**src/hdl/radio_irq_pkg.sv**
```systemverilog
package radio_irq_pkg;

  // ----------------------------------------------------------------
  // register offsets
  // ----------------------------------------------------------------
  localparam logic [7:0] ADDR_EVENT_FLAGS_0 = 8'h0D;
  localparam logic [7:0] ADDR_EVENT_FLAGS_1 = 8'h0E;
  localparam logic [7:0] ADDR_EVENT_FLAGS_2 = 8'h0F;
  localparam logic [7:0] ADDR_EVENT_MASK_0 = 8'h10;
  localparam logic [7:0] ADDR_EVENT_MASK_1 = 8'h11;
  localparam logic [7:0] ADDR_EVENT_MASK_2 = 8'h12;
  localparam logic [7:0] ADDR_CLOCK_SETTING_TWO = 8'h02;
  localparam logic [7:0] ADDR_SLEEP_WAKE_SETTING = 8'h2D;
  localparam logic [7:0] ADDR_WAKE_INTERVAL_HIGH = 8'h2F;
  localparam logic [7:0] ADDR_WAKE_INTERVAL_LOW = 8'h30;
  localparam logic [7:0] ADDR_WAKE_HOLD_DURATION = 8'h31;
  localparam logic [7:0] ADDR_GP_TIMER_PRESCALE = 8'h33;
  localparam logic [7:0] ADDR_GP_TIMER_ONE_INTERVAL = 8'h34;
  localparam logic [7:0] ADDR_GP_TIMER_TWO_INTERVAL = 8'h35;
  localparam logic [7:0] ADDR_CAL_DIVIDER_SETTING = 8'h70;
  localparam logic [7:0] ADDR_CAL_PERIOD_COUNT = 8'h71;
  localparam logic [7:0] ADDR_CAL_RESULT_HIGH = 8'h72;
  localparam logic [7:0] ADDR_CAL_RESULT_LOW = 8'h73;
  localparam logic [7:0] ADDR_TX_LENGTH_HIGH = 8'h7A;
  localparam logic [7:0] ADDR_TX_LENGTH_LOW = 8'h7B;
  localparam logic [7:0] ADDR_CONTROL = 8'hE0;
  localparam logic [7:0] ADDR_CCA_SETTING = 8'hE1;
  localparam logic [7:0] ADDR_CCA_RESULT = 8'hE2;

  // ----------------------------------------------------------------
  // field positions
  // ----------------------------------------------------------------
  localparam int EV_CAL_DONE = 7;
  localparam int EV_CCA_DONE = 18;
  localparam int EV_TX_LEN_ERR = 19;
  localparam int EV_TX_FIFO_ERR = 20;
  localparam int EV_TIMER_ONE = 22;
  localparam int EV_TIMER_TWO = 23;
  localparam int CTL_TIMER_ONE_START = 0;
  localparam int CTL_TIMER_TWO_START = 1;
  localparam int CTL_CAL_START = 2;
  localparam int CTL_CCA_START = 3;
  localparam int MASTER_HALVE_BIT = 5;
  localparam int WAKE_SOURCE_BIT = 2;

  // ----------------------------------------------------------------
  // reset values and timing
  // ----------------------------------------------------------------
  localparam logic [7:0] RESET_BYTE = 8'h00;
  localparam logic [23:0] RESET_EVENTS = 24'h00_0000;
  localparam logic [23:0] EVENTS_USED = 24'hDC_0080;
  localparam int CLK_HZ = 50_000_000;
  localparam int CCA_AVG_US = 16;
  localparam int CCA_AVG_CYCLES = CCA_AVG_US * (CLK_HZ / 1_000_000);
  localparam logic [10:0] TX_LENGTH_MAX = 11'h7FF;

  typedef enum logic [1:0] {
    CCA_IDLE = 2'b00,
    CCA_AVERAGE = 2'b01,
    CCA_GAIN = 2'b10
  } cca_state_t;

endpackage

```
**src/hdl/radio_irq_and_slow_clock_cal.sv**
```systemverilog
module radio_irq_and_slow_clock_cal #(
  parameter int GAIN_SWITCH_CYCLES = 100,
  parameter int GP_TIMER_CLOCK_DIV = 50
) (
  input wire logic clk,
  input wire logic rst_n,
  input wire logic [7:0] reg_addr,
  input wire logic [7:0] reg_wdata,
  input wire logic reg_write,
  input wire logic reg_read,
  output logic [7:0] reg_rdata,
  input wire logic wake_clk_external,
  input wire logic wake_clk_internal,
  input wire logic tx_fifo_write,
  input wire logic tx_fifo_full,
  input wire logic tx_fifo_overflow,
  input wire logic tx_fifo_underrun,
  input wire logic cca_busy_in,
  output logic event_line_n
);

  typedef struct packed {
    logic [23:0] flags;
    logic [23:0] mask;
    logic [7:0] rdata;
    logic line_n;
    logic [7:0] clock_setting_two;
    logic [7:0] sleep_wake_setting;
    logic [15:0] wake_interval;
    logic [7:0] wake_hold_duration;
    logic [7:0] gp_timer_prescale;
    logic [7:0] gp_timer_one_interval;
    logic [7:0] gp_timer_two_interval;
    logic [7:0] cal_divider_setting;
    logic [7:0] cal_period_count;
    logic [15:0] cal_result;
    logic [15:0] tx_length;
    logic [7:0] cca_avg_count;
    logic cca_result;
    radio_irq_pkg::cca_state_t cca_state;
    logic [15:0] cca_cnt;
    logic [7:0] cca_avg_left;
    logic [7:0] gp_base_cnt;
    logic [7:0] gp_pre_cnt;
    logic gp_tick;
    logic [1:0] tmr_run;
    logic [15:0] tmr_one_cnt;
    logic [15:0] tmr_two_cnt;
    logic cal_run;
    logic [5:0] cal_slow_left;
    logic [15:0] cal_count;
    logic [15:0] cal_div_cnt;
    logic [2:0] slow_sync;
    logic slow_prev;
  } state_t;

  state_t s_q;
  state_t s_d;
  logic slow_mux;
  logic slow_rise;
  logic [15:0] cal_div_top;

  // slow clock source select, sampled as a plain input
  assign slow_mux = s_q.sleep_wake_setting[radio_irq_pkg::WAKE_SOURCE_BIT] ? wake_clk_internal
                                                                             : wake_clk_external;
  // edge seen only once the second and third stages agree
  assign slow_rise = (s_q.slow_sync[2] == s_q.slow_sync[1]) && s_q.slow_sync[1] && !s_q.slow_prev;
  // fast clock divider: (halve + 1) * detection divider, zero divider means one
  assign cal_div_top = 16'((32'(s_q.clock_setting_two[radio_irq_pkg::MASTER_HALVE_BIT]) + 1)
                       * (s_q.cal_divider_setting[7:4] == 4'h0 ? 32'd1 : 32'(s_q.cal_divider_setting[7:4])));

  // ----------------------------------------------------------------
  // next-state logic
  // ----------------------------------------------------------------
  always_comb
  begin
    s_d = s_q;
    s_d.rdata = radio_irq_pkg::RESET_BYTE;

    // slow clock synchroniser
    s_d.slow_sync = {s_q.slow_sync[1:0], slow_mux};
    if (s_q.slow_sync[2] == s_q.slow_sync[1])
    begin
      s_d.slow_prev = s_q.slow_sync[1];
    end

    // host clears flags by writing ones; hardware sets come later and win
    if (reg_write)
    begin
      case (reg_addr)
        radio_irq_pkg::ADDR_EVENT_FLAGS_0: s_d.flags[7:0] = s_q.flags[7:0] & ~reg_wdata;
        radio_irq_pkg::ADDR_EVENT_FLAGS_1: s_d.flags[15:8] = s_q.flags[15:8] & ~reg_wdata;
        radio_irq_pkg::ADDR_EVENT_FLAGS_2:
        begin
          s_d.flags[23:16] = s_q.flags[23:16] & ~reg_wdata;
          if (reg_wdata[radio_irq_pkg::EV_CCA_DONE - 16])
          begin
            s_d.cca_result = 1'b0;
          end
        end
        radio_irq_pkg::ADDR_EVENT_MASK_0: s_d.mask[7:0] = reg_wdata;
        radio_irq_pkg::ADDR_EVENT_MASK_1: s_d.mask[15:8] = reg_wdata;
        radio_irq_pkg::ADDR_EVENT_MASK_2: s_d.mask[23:16] = reg_wdata;
        radio_irq_pkg::ADDR_CLOCK_SETTING_TWO: s_d.clock_setting_two = reg_wdata;
        radio_irq_pkg::ADDR_SLEEP_WAKE_SETTING: s_d.sleep_wake_setting = reg_wdata;
        radio_irq_pkg::ADDR_WAKE_INTERVAL_HIGH: s_d.wake_interval[15:8] = reg_wdata;
        radio_irq_pkg::ADDR_WAKE_INTERVAL_LOW: s_d.wake_interval[7:0] = reg_wdata;
        radio_irq_pkg::ADDR_WAKE_HOLD_DURATION: s_d.wake_hold_duration = reg_wdata;
        radio_irq_pkg::ADDR_GP_TIMER_PRESCALE: s_d.gp_timer_prescale = reg_wdata;
        radio_irq_pkg::ADDR_GP_TIMER_ONE_INTERVAL: s_d.gp_timer_one_interval = reg_wdata;
        radio_irq_pkg::ADDR_GP_TIMER_TWO_INTERVAL: s_d.gp_timer_two_interval = reg_wdata;
        radio_irq_pkg::ADDR_CAL_DIVIDER_SETTING: s_d.cal_divider_setting = reg_wdata;
        radio_irq_pkg::ADDR_CAL_PERIOD_COUNT: s_d.cal_period_count = reg_wdata;
        radio_irq_pkg::ADDR_TX_LENGTH_HIGH:
        begin
          s_d.tx_length[15:8] = reg_wdata;
          if (reg_wdata[7:3] != 5'h00)
          begin
            s_d.flags[radio_irq_pkg::EV_TX_LEN_ERR] = 1'b1;
          end
        end
        radio_irq_pkg::ADDR_TX_LENGTH_LOW:
        begin
          s_d.tx_length[7:0] = reg_wdata;
          if ({s_q.tx_length[15:8], reg_wdata} == 16'h0000 ||
              {s_q.tx_length[15:8], reg_wdata} > 16'(radio_irq_pkg::TX_LENGTH_MAX))
          begin
            s_d.flags[radio_irq_pkg::EV_TX_LEN_ERR] = 1'b1;
          end
        end
        radio_irq_pkg::ADDR_CCA_SETTING: s_d.cca_avg_count = reg_wdata;
        radio_irq_pkg::ADDR_CONTROL:
        begin
          if (reg_wdata[radio_irq_pkg::CTL_TIMER_ONE_START])
          begin
            s_d.tmr_run[0] = 1'b1;
            s_d.tmr_one_cnt = 16'h0000;
          end
          if (reg_wdata[radio_irq_pkg::CTL_TIMER_TWO_START])
          begin
            s_d.tmr_run[1] = 1'b1;
            s_d.tmr_two_cnt = 16'h0000;
          end
          if (reg_wdata[radio_irq_pkg::CTL_CAL_START])
          begin
            s_d.cal_run = 1'b1;
            s_d.cal_slow_left = s_q.cal_period_count[5:0];
            s_d.cal_count = 16'h0000;
            s_d.cal_div_cnt = 16'h0000;
          end
          if (reg_wdata[radio_irq_pkg::CTL_CCA_START] && s_q.cca_state == radio_irq_pkg::CCA_IDLE)
          begin
            s_d.cca_state = radio_irq_pkg::CCA_AVERAGE;
            s_d.cca_avg_left = s_q.cca_avg_count;
            s_d.cca_cnt = 16'h0000;
            s_d.cca_result = 1'b0;
          end
        end
        default: ;
      endcase
    end

    // register read data, one cycle after the strobe
    if (reg_read)
    begin
      case (reg_addr)
        radio_irq_pkg::ADDR_EVENT_FLAGS_0: s_d.rdata = s_q.flags[7:0];
        radio_irq_pkg::ADDR_EVENT_FLAGS_1: s_d.rdata = s_q.flags[15:8];
        radio_irq_pkg::ADDR_EVENT_FLAGS_2: s_d.rdata = s_q.flags[23:16];
        radio_irq_pkg::ADDR_EVENT_MASK_0: s_d.rdata = s_q.mask[7:0];
        radio_irq_pkg::ADDR_EVENT_MASK_1: s_d.rdata = s_q.mask[15:8];
        radio_irq_pkg::ADDR_EVENT_MASK_2: s_d.rdata = s_q.mask[23:16];
        radio_irq_pkg::ADDR_CLOCK_SETTING_TWO: s_d.rdata = s_q.clock_setting_two;
        radio_irq_pkg::ADDR_SLEEP_WAKE_SETTING: s_d.rdata = s_q.sleep_wake_setting;
        radio_irq_pkg::ADDR_WAKE_INTERVAL_HIGH: s_d.rdata = s_q.wake_interval[15:8];
        radio_irq_pkg::ADDR_WAKE_INTERVAL_LOW: s_d.rdata = s_q.wake_interval[7:0];
        radio_irq_pkg::ADDR_WAKE_HOLD_DURATION: s_d.rdata = s_q.wake_hold_duration;
        radio_irq_pkg::ADDR_GP_TIMER_PRESCALE: s_d.rdata = s_q.gp_timer_prescale;
        radio_irq_pkg::ADDR_GP_TIMER_ONE_INTERVAL: s_d.rdata = s_q.gp_timer_one_interval;
        radio_irq_pkg::ADDR_GP_TIMER_TWO_INTERVAL: s_d.rdata = s_q.gp_timer_two_interval;
        radio_irq_pkg::ADDR_CAL_DIVIDER_SETTING: s_d.rdata = s_q.cal_divider_setting;
        radio_irq_pkg::ADDR_CAL_PERIOD_COUNT: s_d.rdata = s_q.cal_period_count;
        radio_irq_pkg::ADDR_CAL_RESULT_HIGH: s_d.rdata = s_q.cal_result[15:8];
        radio_irq_pkg::ADDR_CAL_RESULT_LOW: s_d.rdata = s_q.cal_result[7:0];
        radio_irq_pkg::ADDR_TX_LENGTH_HIGH: s_d.rdata = s_q.tx_length[15:8];
        radio_irq_pkg::ADDR_TX_LENGTH_LOW: s_d.rdata = s_q.tx_length[7:0];
        radio_irq_pkg::ADDR_CONTROL: s_d.rdata = {4'h0, s_q.cca_state != radio_irq_pkg::CCA_IDLE,
                                                  s_q.cal_run, s_q.tmr_run};
        radio_irq_pkg::ADDR_CCA_SETTING: s_d.rdata = s_q.cca_avg_count;
        radio_irq_pkg::ADDR_CCA_RESULT: s_d.rdata = {7'h00, s_q.cca_result};
        default: s_d.rdata = radio_irq_pkg::RESET_BYTE;
      endcase
    end

    // transmit fifo access errors
    if ((tx_fifo_write && tx_fifo_full) || tx_fifo_overflow || tx_fifo_underrun)
    begin
      s_d.flags[radio_irq_pkg::EV_TX_FIFO_ERR] = 1'b1;
    end

    // shared timer clock: base divider then prescale ratio
    s_d.gp_tick = 1'b0;
    if (s_q.gp_base_cnt == 8'(GP_TIMER_CLOCK_DIV - 1))
    begin
      s_d.gp_base_cnt = 8'h00;
      if (s_q.gp_pre_cnt >= s_q.gp_timer_prescale)
      begin
        s_d.gp_pre_cnt = 8'h00;
        s_d.gp_tick = 1'b1;
      end
      else
      begin
        s_d.gp_pre_cnt = s_q.gp_pre_cnt + 8'h01;
      end
    end
    else
    begin
      s_d.gp_base_cnt = s_q.gp_base_cnt + 8'h01;
    end

    // a start from idle restarts the shared divider so no tick arrives early
    if (reg_write && reg_addr == radio_irq_pkg::ADDR_CONTROL && s_q.tmr_run == 2'b00 &&
        (reg_wdata[radio_irq_pkg::CTL_TIMER_ONE_START] || reg_wdata[radio_irq_pkg::CTL_TIMER_TWO_START]))
    begin
      s_d.gp_base_cnt = 8'h00;
      s_d.gp_pre_cnt = 8'h00;
      s_d.gp_tick = 1'b0;
    end

    // general purpose timers
    if (s_q.tmr_run[0] && s_q.gp_tick)
    begin
      s_d.tmr_one_cnt = s_q.tmr_one_cnt + 16'h0001;
      if (s_d.tmr_one_cnt >= {8'h00, s_q.gp_timer_one_interval})
      begin
        s_d.tmr_run[0] = 1'b0;
        s_d.flags[radio_irq_pkg::EV_TIMER_ONE] = 1'b1;
      end
    end
    if (s_q.tmr_run[1] && s_q.gp_tick)
    begin
      s_d.tmr_two_cnt = s_q.tmr_two_cnt + 16'h0001;
      if (s_d.tmr_two_cnt >= {8'h00, s_q.gp_timer_two_interval})
      begin
        s_d.tmr_run[1] = 1'b0;
        s_d.flags[radio_irq_pkg::EV_TIMER_TWO] = 1'b1;
      end
    end

    // calibration: divided fast clock counted across slow periods
    if (s_q.cal_run)
    begin
      if (s_q.cal_div_cnt + 16'h0001 >= cal_div_top)
      begin
        s_d.cal_div_cnt = 16'h0000;
        s_d.cal_count = s_q.cal_count + 16'h0001;
      end
      else
      begin
        s_d.cal_div_cnt = s_q.cal_div_cnt + 16'h0001;
      end
      if (slow_rise)
      begin
        if (s_q.cal_slow_left <= 6'h01)
        begin
          s_d.cal_run = 1'b0;
          s_d.cal_result = s_q.cal_count;
          s_d.flags[radio_irq_pkg::EV_CAL_DONE] = 1'b1;
        end
        else
        begin
          s_d.cal_slow_left = s_q.cal_slow_left - 6'h01;
        end
      end
    end

    // busy-detection CCA: averaging windows then gain switching
    case (s_q.cca_state)
      radio_irq_pkg::CCA_IDLE: ;
      radio_irq_pkg::CCA_AVERAGE:
      begin
        if (cca_busy_in)
        begin
          s_d.cca_result = 1'b1;
        end
        if (s_q.cca_avg_left == 8'h00)
        begin
          s_d.cca_state = radio_irq_pkg::CCA_GAIN;
          s_d.cca_cnt = 16'h0000;
        end
        else if (s_q.cca_cnt == 16'(radio_irq_pkg::CCA_AVG_CYCLES - 1))
        begin
          s_d.cca_cnt = 16'h0000;
          s_d.cca_avg_left = s_q.cca_avg_left - 8'h01;
        end
        else
        begin
          s_d.cca_cnt = s_q.cca_cnt + 16'h0001;
        end
      end
      radio_irq_pkg::CCA_GAIN:
      begin
        if (s_q.cca_cnt >= 16'(GAIN_SWITCH_CYCLES - 1))
        begin
          s_d.cca_state = radio_irq_pkg::CCA_IDLE;
          s_d.flags[radio_irq_pkg::EV_CCA_DONE] = 1'b1;
        end
        else
        begin
          s_d.cca_cnt = s_q.cca_cnt + 16'h0001;
        end
      end
      default: s_d.cca_state = radio_irq_pkg::CCA_IDLE;
    endcase

    // flags unused here stay clear; masked flags still recorded
    s_d.flags = s_d.flags & radio_irq_pkg::EVENTS_USED;
    s_d.line_n = ~|(s_d.flags & s_d.mask);
  end

  // ----------------------------------------------------------------
  // state register
  // ----------------------------------------------------------------
  always_ff @(posedge clk or negedge rst_n)
  begin
    if (!rst_n)
    begin
      s_q <= '0;
      s_q.line_n <= 1'b1;
    end
    else
    begin
      s_q <= s_d;
    end
  end

  assign reg_rdata = s_q.rdata;
  assign event_line_n = s_q.line_n;

endmodule // radio_irq_and_slow_clock_cal

```
**config.mk**
```make
export PLATFORM = sky130hd
export DESIGN_NAME = radio_irq_and_slow_clock_cal
export DESIGN_NICKNAME = d
export VERILOG_FILES = /design/src/hdl/radio_irq_pkg.sv /design/src/hdl/radio_irq_and_slow_clock_cal.sv
export SDC_FILE = /design/constraint.sdc
export NUM_CORES = 1
export LEC_CHECK = 0
export ABC_AREA = 0
export BUFFER_PORTS_ARGS = -buffer_cell sky130_fd_sc_hd__buf_2
export CORE_UTILIZATION = 55
export DETAILED_ROUTE_END_ITERATION = 10
export MAX_ROUTING_LAYER = met4
export PLACE_DENSITY_LB_ADDON = 0.2
export SLEW_MARGIN = 20
export SYNTH_ARGS = -nofsm -noshare
export SYNTH_HDL_FRONTEND = slang
export SYNTH_SLANG_ARGS = --single-unit
```
**constraint.sdc**
```tcl
create_clock -name clk -period 3.3 [get_ports clk]
set_input_delay 0.33 -clock clk [delete_from_list [all_inputs] [get_ports clk]]
set_output_delay 0.33 -clock clk [all_outputs]
set_load 0.02 [all_outputs]
```
==> flow_summary.json <==
{
  "status": "finished, final reports clean",
  "p_leak_nw": 7.71,
  "worst-path-buf-inv": 1,
  "viasPerCell": 6.25,
  "synth_edf_count": 0,
  "timing.fmax_mhz": 308,
  "synth_seq_cells": 280,
  "cts.sink_count": 280,
  "finalMaxSlewViolations": 0,
  "switchingPower_mw": 2.27,
  "post-route-cell-area_sq_mm": 0.0164,
  "io_buffers": 35,
  "place.gp.congestion": 0.886,
  "drive_gt1_share_pct": 22.2,
  "synth_area_sq_mm": 0.0146,
  "synth_cells": 1369,
  "core_area_sq_mm": 0.0261,
  "detail_route.first_pass.iterations": 5,
  "crit_chain": "nor3_2 > nor2_1 > nor2b_1 > ha_2 > a311oi_1 > a21oi_1 > o31ai_1 > ha_1 > o21a_1 > o21ai_1 > o21bai_1 > a2111oi_4 > a21boi_2 > buf_12 > and3b_1 > a221o_1",
  "layout_common_cells": "dfrtp_1 (279), mux2_2 (146), nand2_1 (114), nor2_1 (95), o21ai_0 (77)",
  "slowest_delay_ns": 0.40,
  "grt_usage_pct": 28.3,
  "syn-num-nets": 1443,
  "power_per_cell_area_mw_per_mm2": 528,
  "clkPwrFrac_pct": 41.5,
  "period_minus_slack_ns": 3.25,
  "final_common_cell": "dfrtp_1",
  "fin_cells": 1780,
  "postLayoutSetupSlackWorst_ns": 0.0510,
  "cpLargestDelayFamily": "compound AO/OA/AOI/OAI gates",
  "grt_pass1_vias": 10500,
  "placed_area_sq_mm": 0.0153,
  "crit_path_top_delay_cell": "a2111oi_4",
  "root_buffer": "clkbuf_16",
  "max-slew-margin-rel_pct": 34.2,
  "final-setup-viol-count": 0,
  "num_vias": 11100,
  "swShare_pct": 26.1,
  "synth.distinct_cells": 84,
  "tritoncts": "built",
  "holdCritPathClass": "primary input to flip-flop",
  "cap_violations": 0,
  "dieWidth_um": 165,
  "cp-end-kind": "flip-flop",
  "diodes": 0,
  "path_clk_slew_ns": 0.06,
  "final_hold_viol_count": 0,
  "syn_to_final_growth_pct": 12.5,
  "remaining_drc_errors": 0,
  "cts_made_buffers": 30,
  "core.rowCount": 59,
  "critPathRequiredTime_ns": 3.73,
  "final_util_pct": 63.1,
  "worst_pin_slew_ns": 0.984,
  "ant_nets": 0,
  "async_flop_share_pct": 100,
  "p_total_mw": 8.68,
  "worstSetupPathType": "flip-flop to flip-flop",
  "grt_max_degree": 96,
  "avgSynthCellArea_sq_um": 10.7,
  "grt-ovfl-total": 0,
  "fin_crit_sh_pct": 98.5,
  "pin_count": 36,
  "dp_hpwl_um": 25500,
  "synth_area_leader_cell": "dfrtp_1",
  "max-vdd-ir-drop_v": 0.000436,
  "die_y_um": 165,
  "yosys_warnings": 0,
  "skew_ns": 0.0183,
  "fin_nets": 1495,
  "drt_iter0_drc": 1141,
  "clk_latency_ns": 0.56,
  "wirelength_um": 37000,
  "internal_power_mw": 6.41,
  "worstPathArrival_ns": 3.68,
  "seq_area_frac_synth_pct": 48.0,
  "ys_top_cells_by_area": "dfrtp_1 (48%), mux2_2 (11%), ha_1 (4.0%)",
  "seqPwrFrac_pct": 47.3,
  "grt_pass1_wl_um": 57900,
  "yosys_most_used_dff": "dfrtp_1",
  "rsz0062_at_grt": "yes",
  "yosys.area.top_type_share_pct": 47.8,
  "htreeDepth": 1,
  "clock_path_buffers": 3,
  "crit_fanout": 16,
  "place_inst": 1721,
  "startpoint_type": "flip-flop",
  "initial_core_util_pct": 56.1,
  "pre_cts_ws_ns": -0.154,
  "antenna_found_initial": 0,
  "detail_route.wl_per_cell_um": 20.8,
  "die_area_sq_mm": 0.0272,
  "p_comb_share_pct": 11.2
}
layout make-up:
cell class | count | area [sq um]
Timing Repair Buffer | 81 | 601
Sequential cell | 280 | 7010
Multi-Input combinational cell | 980 | 7150
Fill cell | 2085 | 9620
Tap cell | 335 | 419
Clock inverter | 13 | 175
Inverter | 48 | 180
Clock buffer | 43 | 901
power by group through the flow:
stage	combinational (mW)	sequential, mW	clock [mW]
final	0.974	4.10	3.60
after CTS	0.935	4.09	3.66
after floorplan	0.660	4.05	0
after global routing	1.11	4.15	3.79
after detailed placement	0.914	4.15	0
after global placement	0.873	4.14	0
Yosys cell counts (6+ instances only):
library cell	count
nor2b_1	12
a21o_1	9
nand2b_1	15
a2111oi_0	7
dfrtp_1	279
buf_2	8
nor3_1	26
o21ai_0	78
inv_1	48
a22o_1	35
xnor2_1	15
buf_4	13
a31oi_1	19
xor2_1	18
o31ai_1	8
and2_1	19
nand2_1	114
clkbuf_1	35
a211oi_1	9
and3_1	32
nor4_1	12
a222oi_1	15
or3_1	8
ha_1	47
a221o_1	9
nor2_1	95
a22oi_1	35
nand3_1	38
mux2_2	147
and4_1	6
mux2i_1	8
a21oi_1	30
nand4_1	20
repair_timing:
item                                   CTS  global route
gates cloned                             0             1
endpoints found under the hold margin   91             0
gates resized for setup                  3             8
hold buffers                             1             0
buffers inserted                         0             1
setup endpoints to repair               17            20
pin swaps                                1             4
per-stage QoR:
step                TNS (ns)  hold slack [ns]
global placement           0            0.340
floorplan                  0           0.0344
global route           -1.02           0.0371
detailed placement     -1.32            0.354
CTS                        0           0.0233
finish                     0           0.0325
cells by family after synthesis:
kind of cell	after synthesis	synth area share, %
XOR/XNOR	33	1.98
buffers and inverters	109	3.46
multiplexers	157	12.1
flip-flops	280	48.0
AND/OR/NAND/NOR	441	15.9
adder cells (fa/ha/maj)	47	4.02
AO/OA/AOI/OAI	302	14.6
path summary, 6_finish.rpt:
path	from	end	slack [ns]	cells past startpoint
worst max-delay path	s_q[175]$_DFFE_PN0P_	s_q[28]$_DFF_PN0_	0.05	16
worst min-delay path	wake_clk_internal	s_d[2]$_DFF_PN0_	0.03	2
worst max register to register	s_q[175]$_DFFE_PN0P_	s_q[28]$_DFF_PN0_	0.05	16
worst min register to register	s_d[2]$_DFF_PN0_	s_d[3]$_DFF_PN0_	0.37	0
max in group asynchronous	rst_n	s_q[87]$_DFF_PN0_	2.06	3
min in group asynchronous	rst_n	s_q[117]$_DFF_PN0_	0.39	2
metal layers:
| metal | track usage (%) | wire (um) | part of all wire [%] |
|---|---|---|---|
| met5 | - | 0 | 0 |
| met4 | 10.2 | 1290 | 3.5 |
| met3 | 5.15 | 2430 | 6.6 |
| met2 | 41.5 | 16700 | 45 |
| met1 | 39.2 | 16600 | 45 |
flip-flops by register name, summed over array words and instances, names as in the netlist:
name          flops
s_d               2
reg_rdata         8
event_line_n      1
s_q             269
No activity file was read; power rests on OpenSTA's default activity.
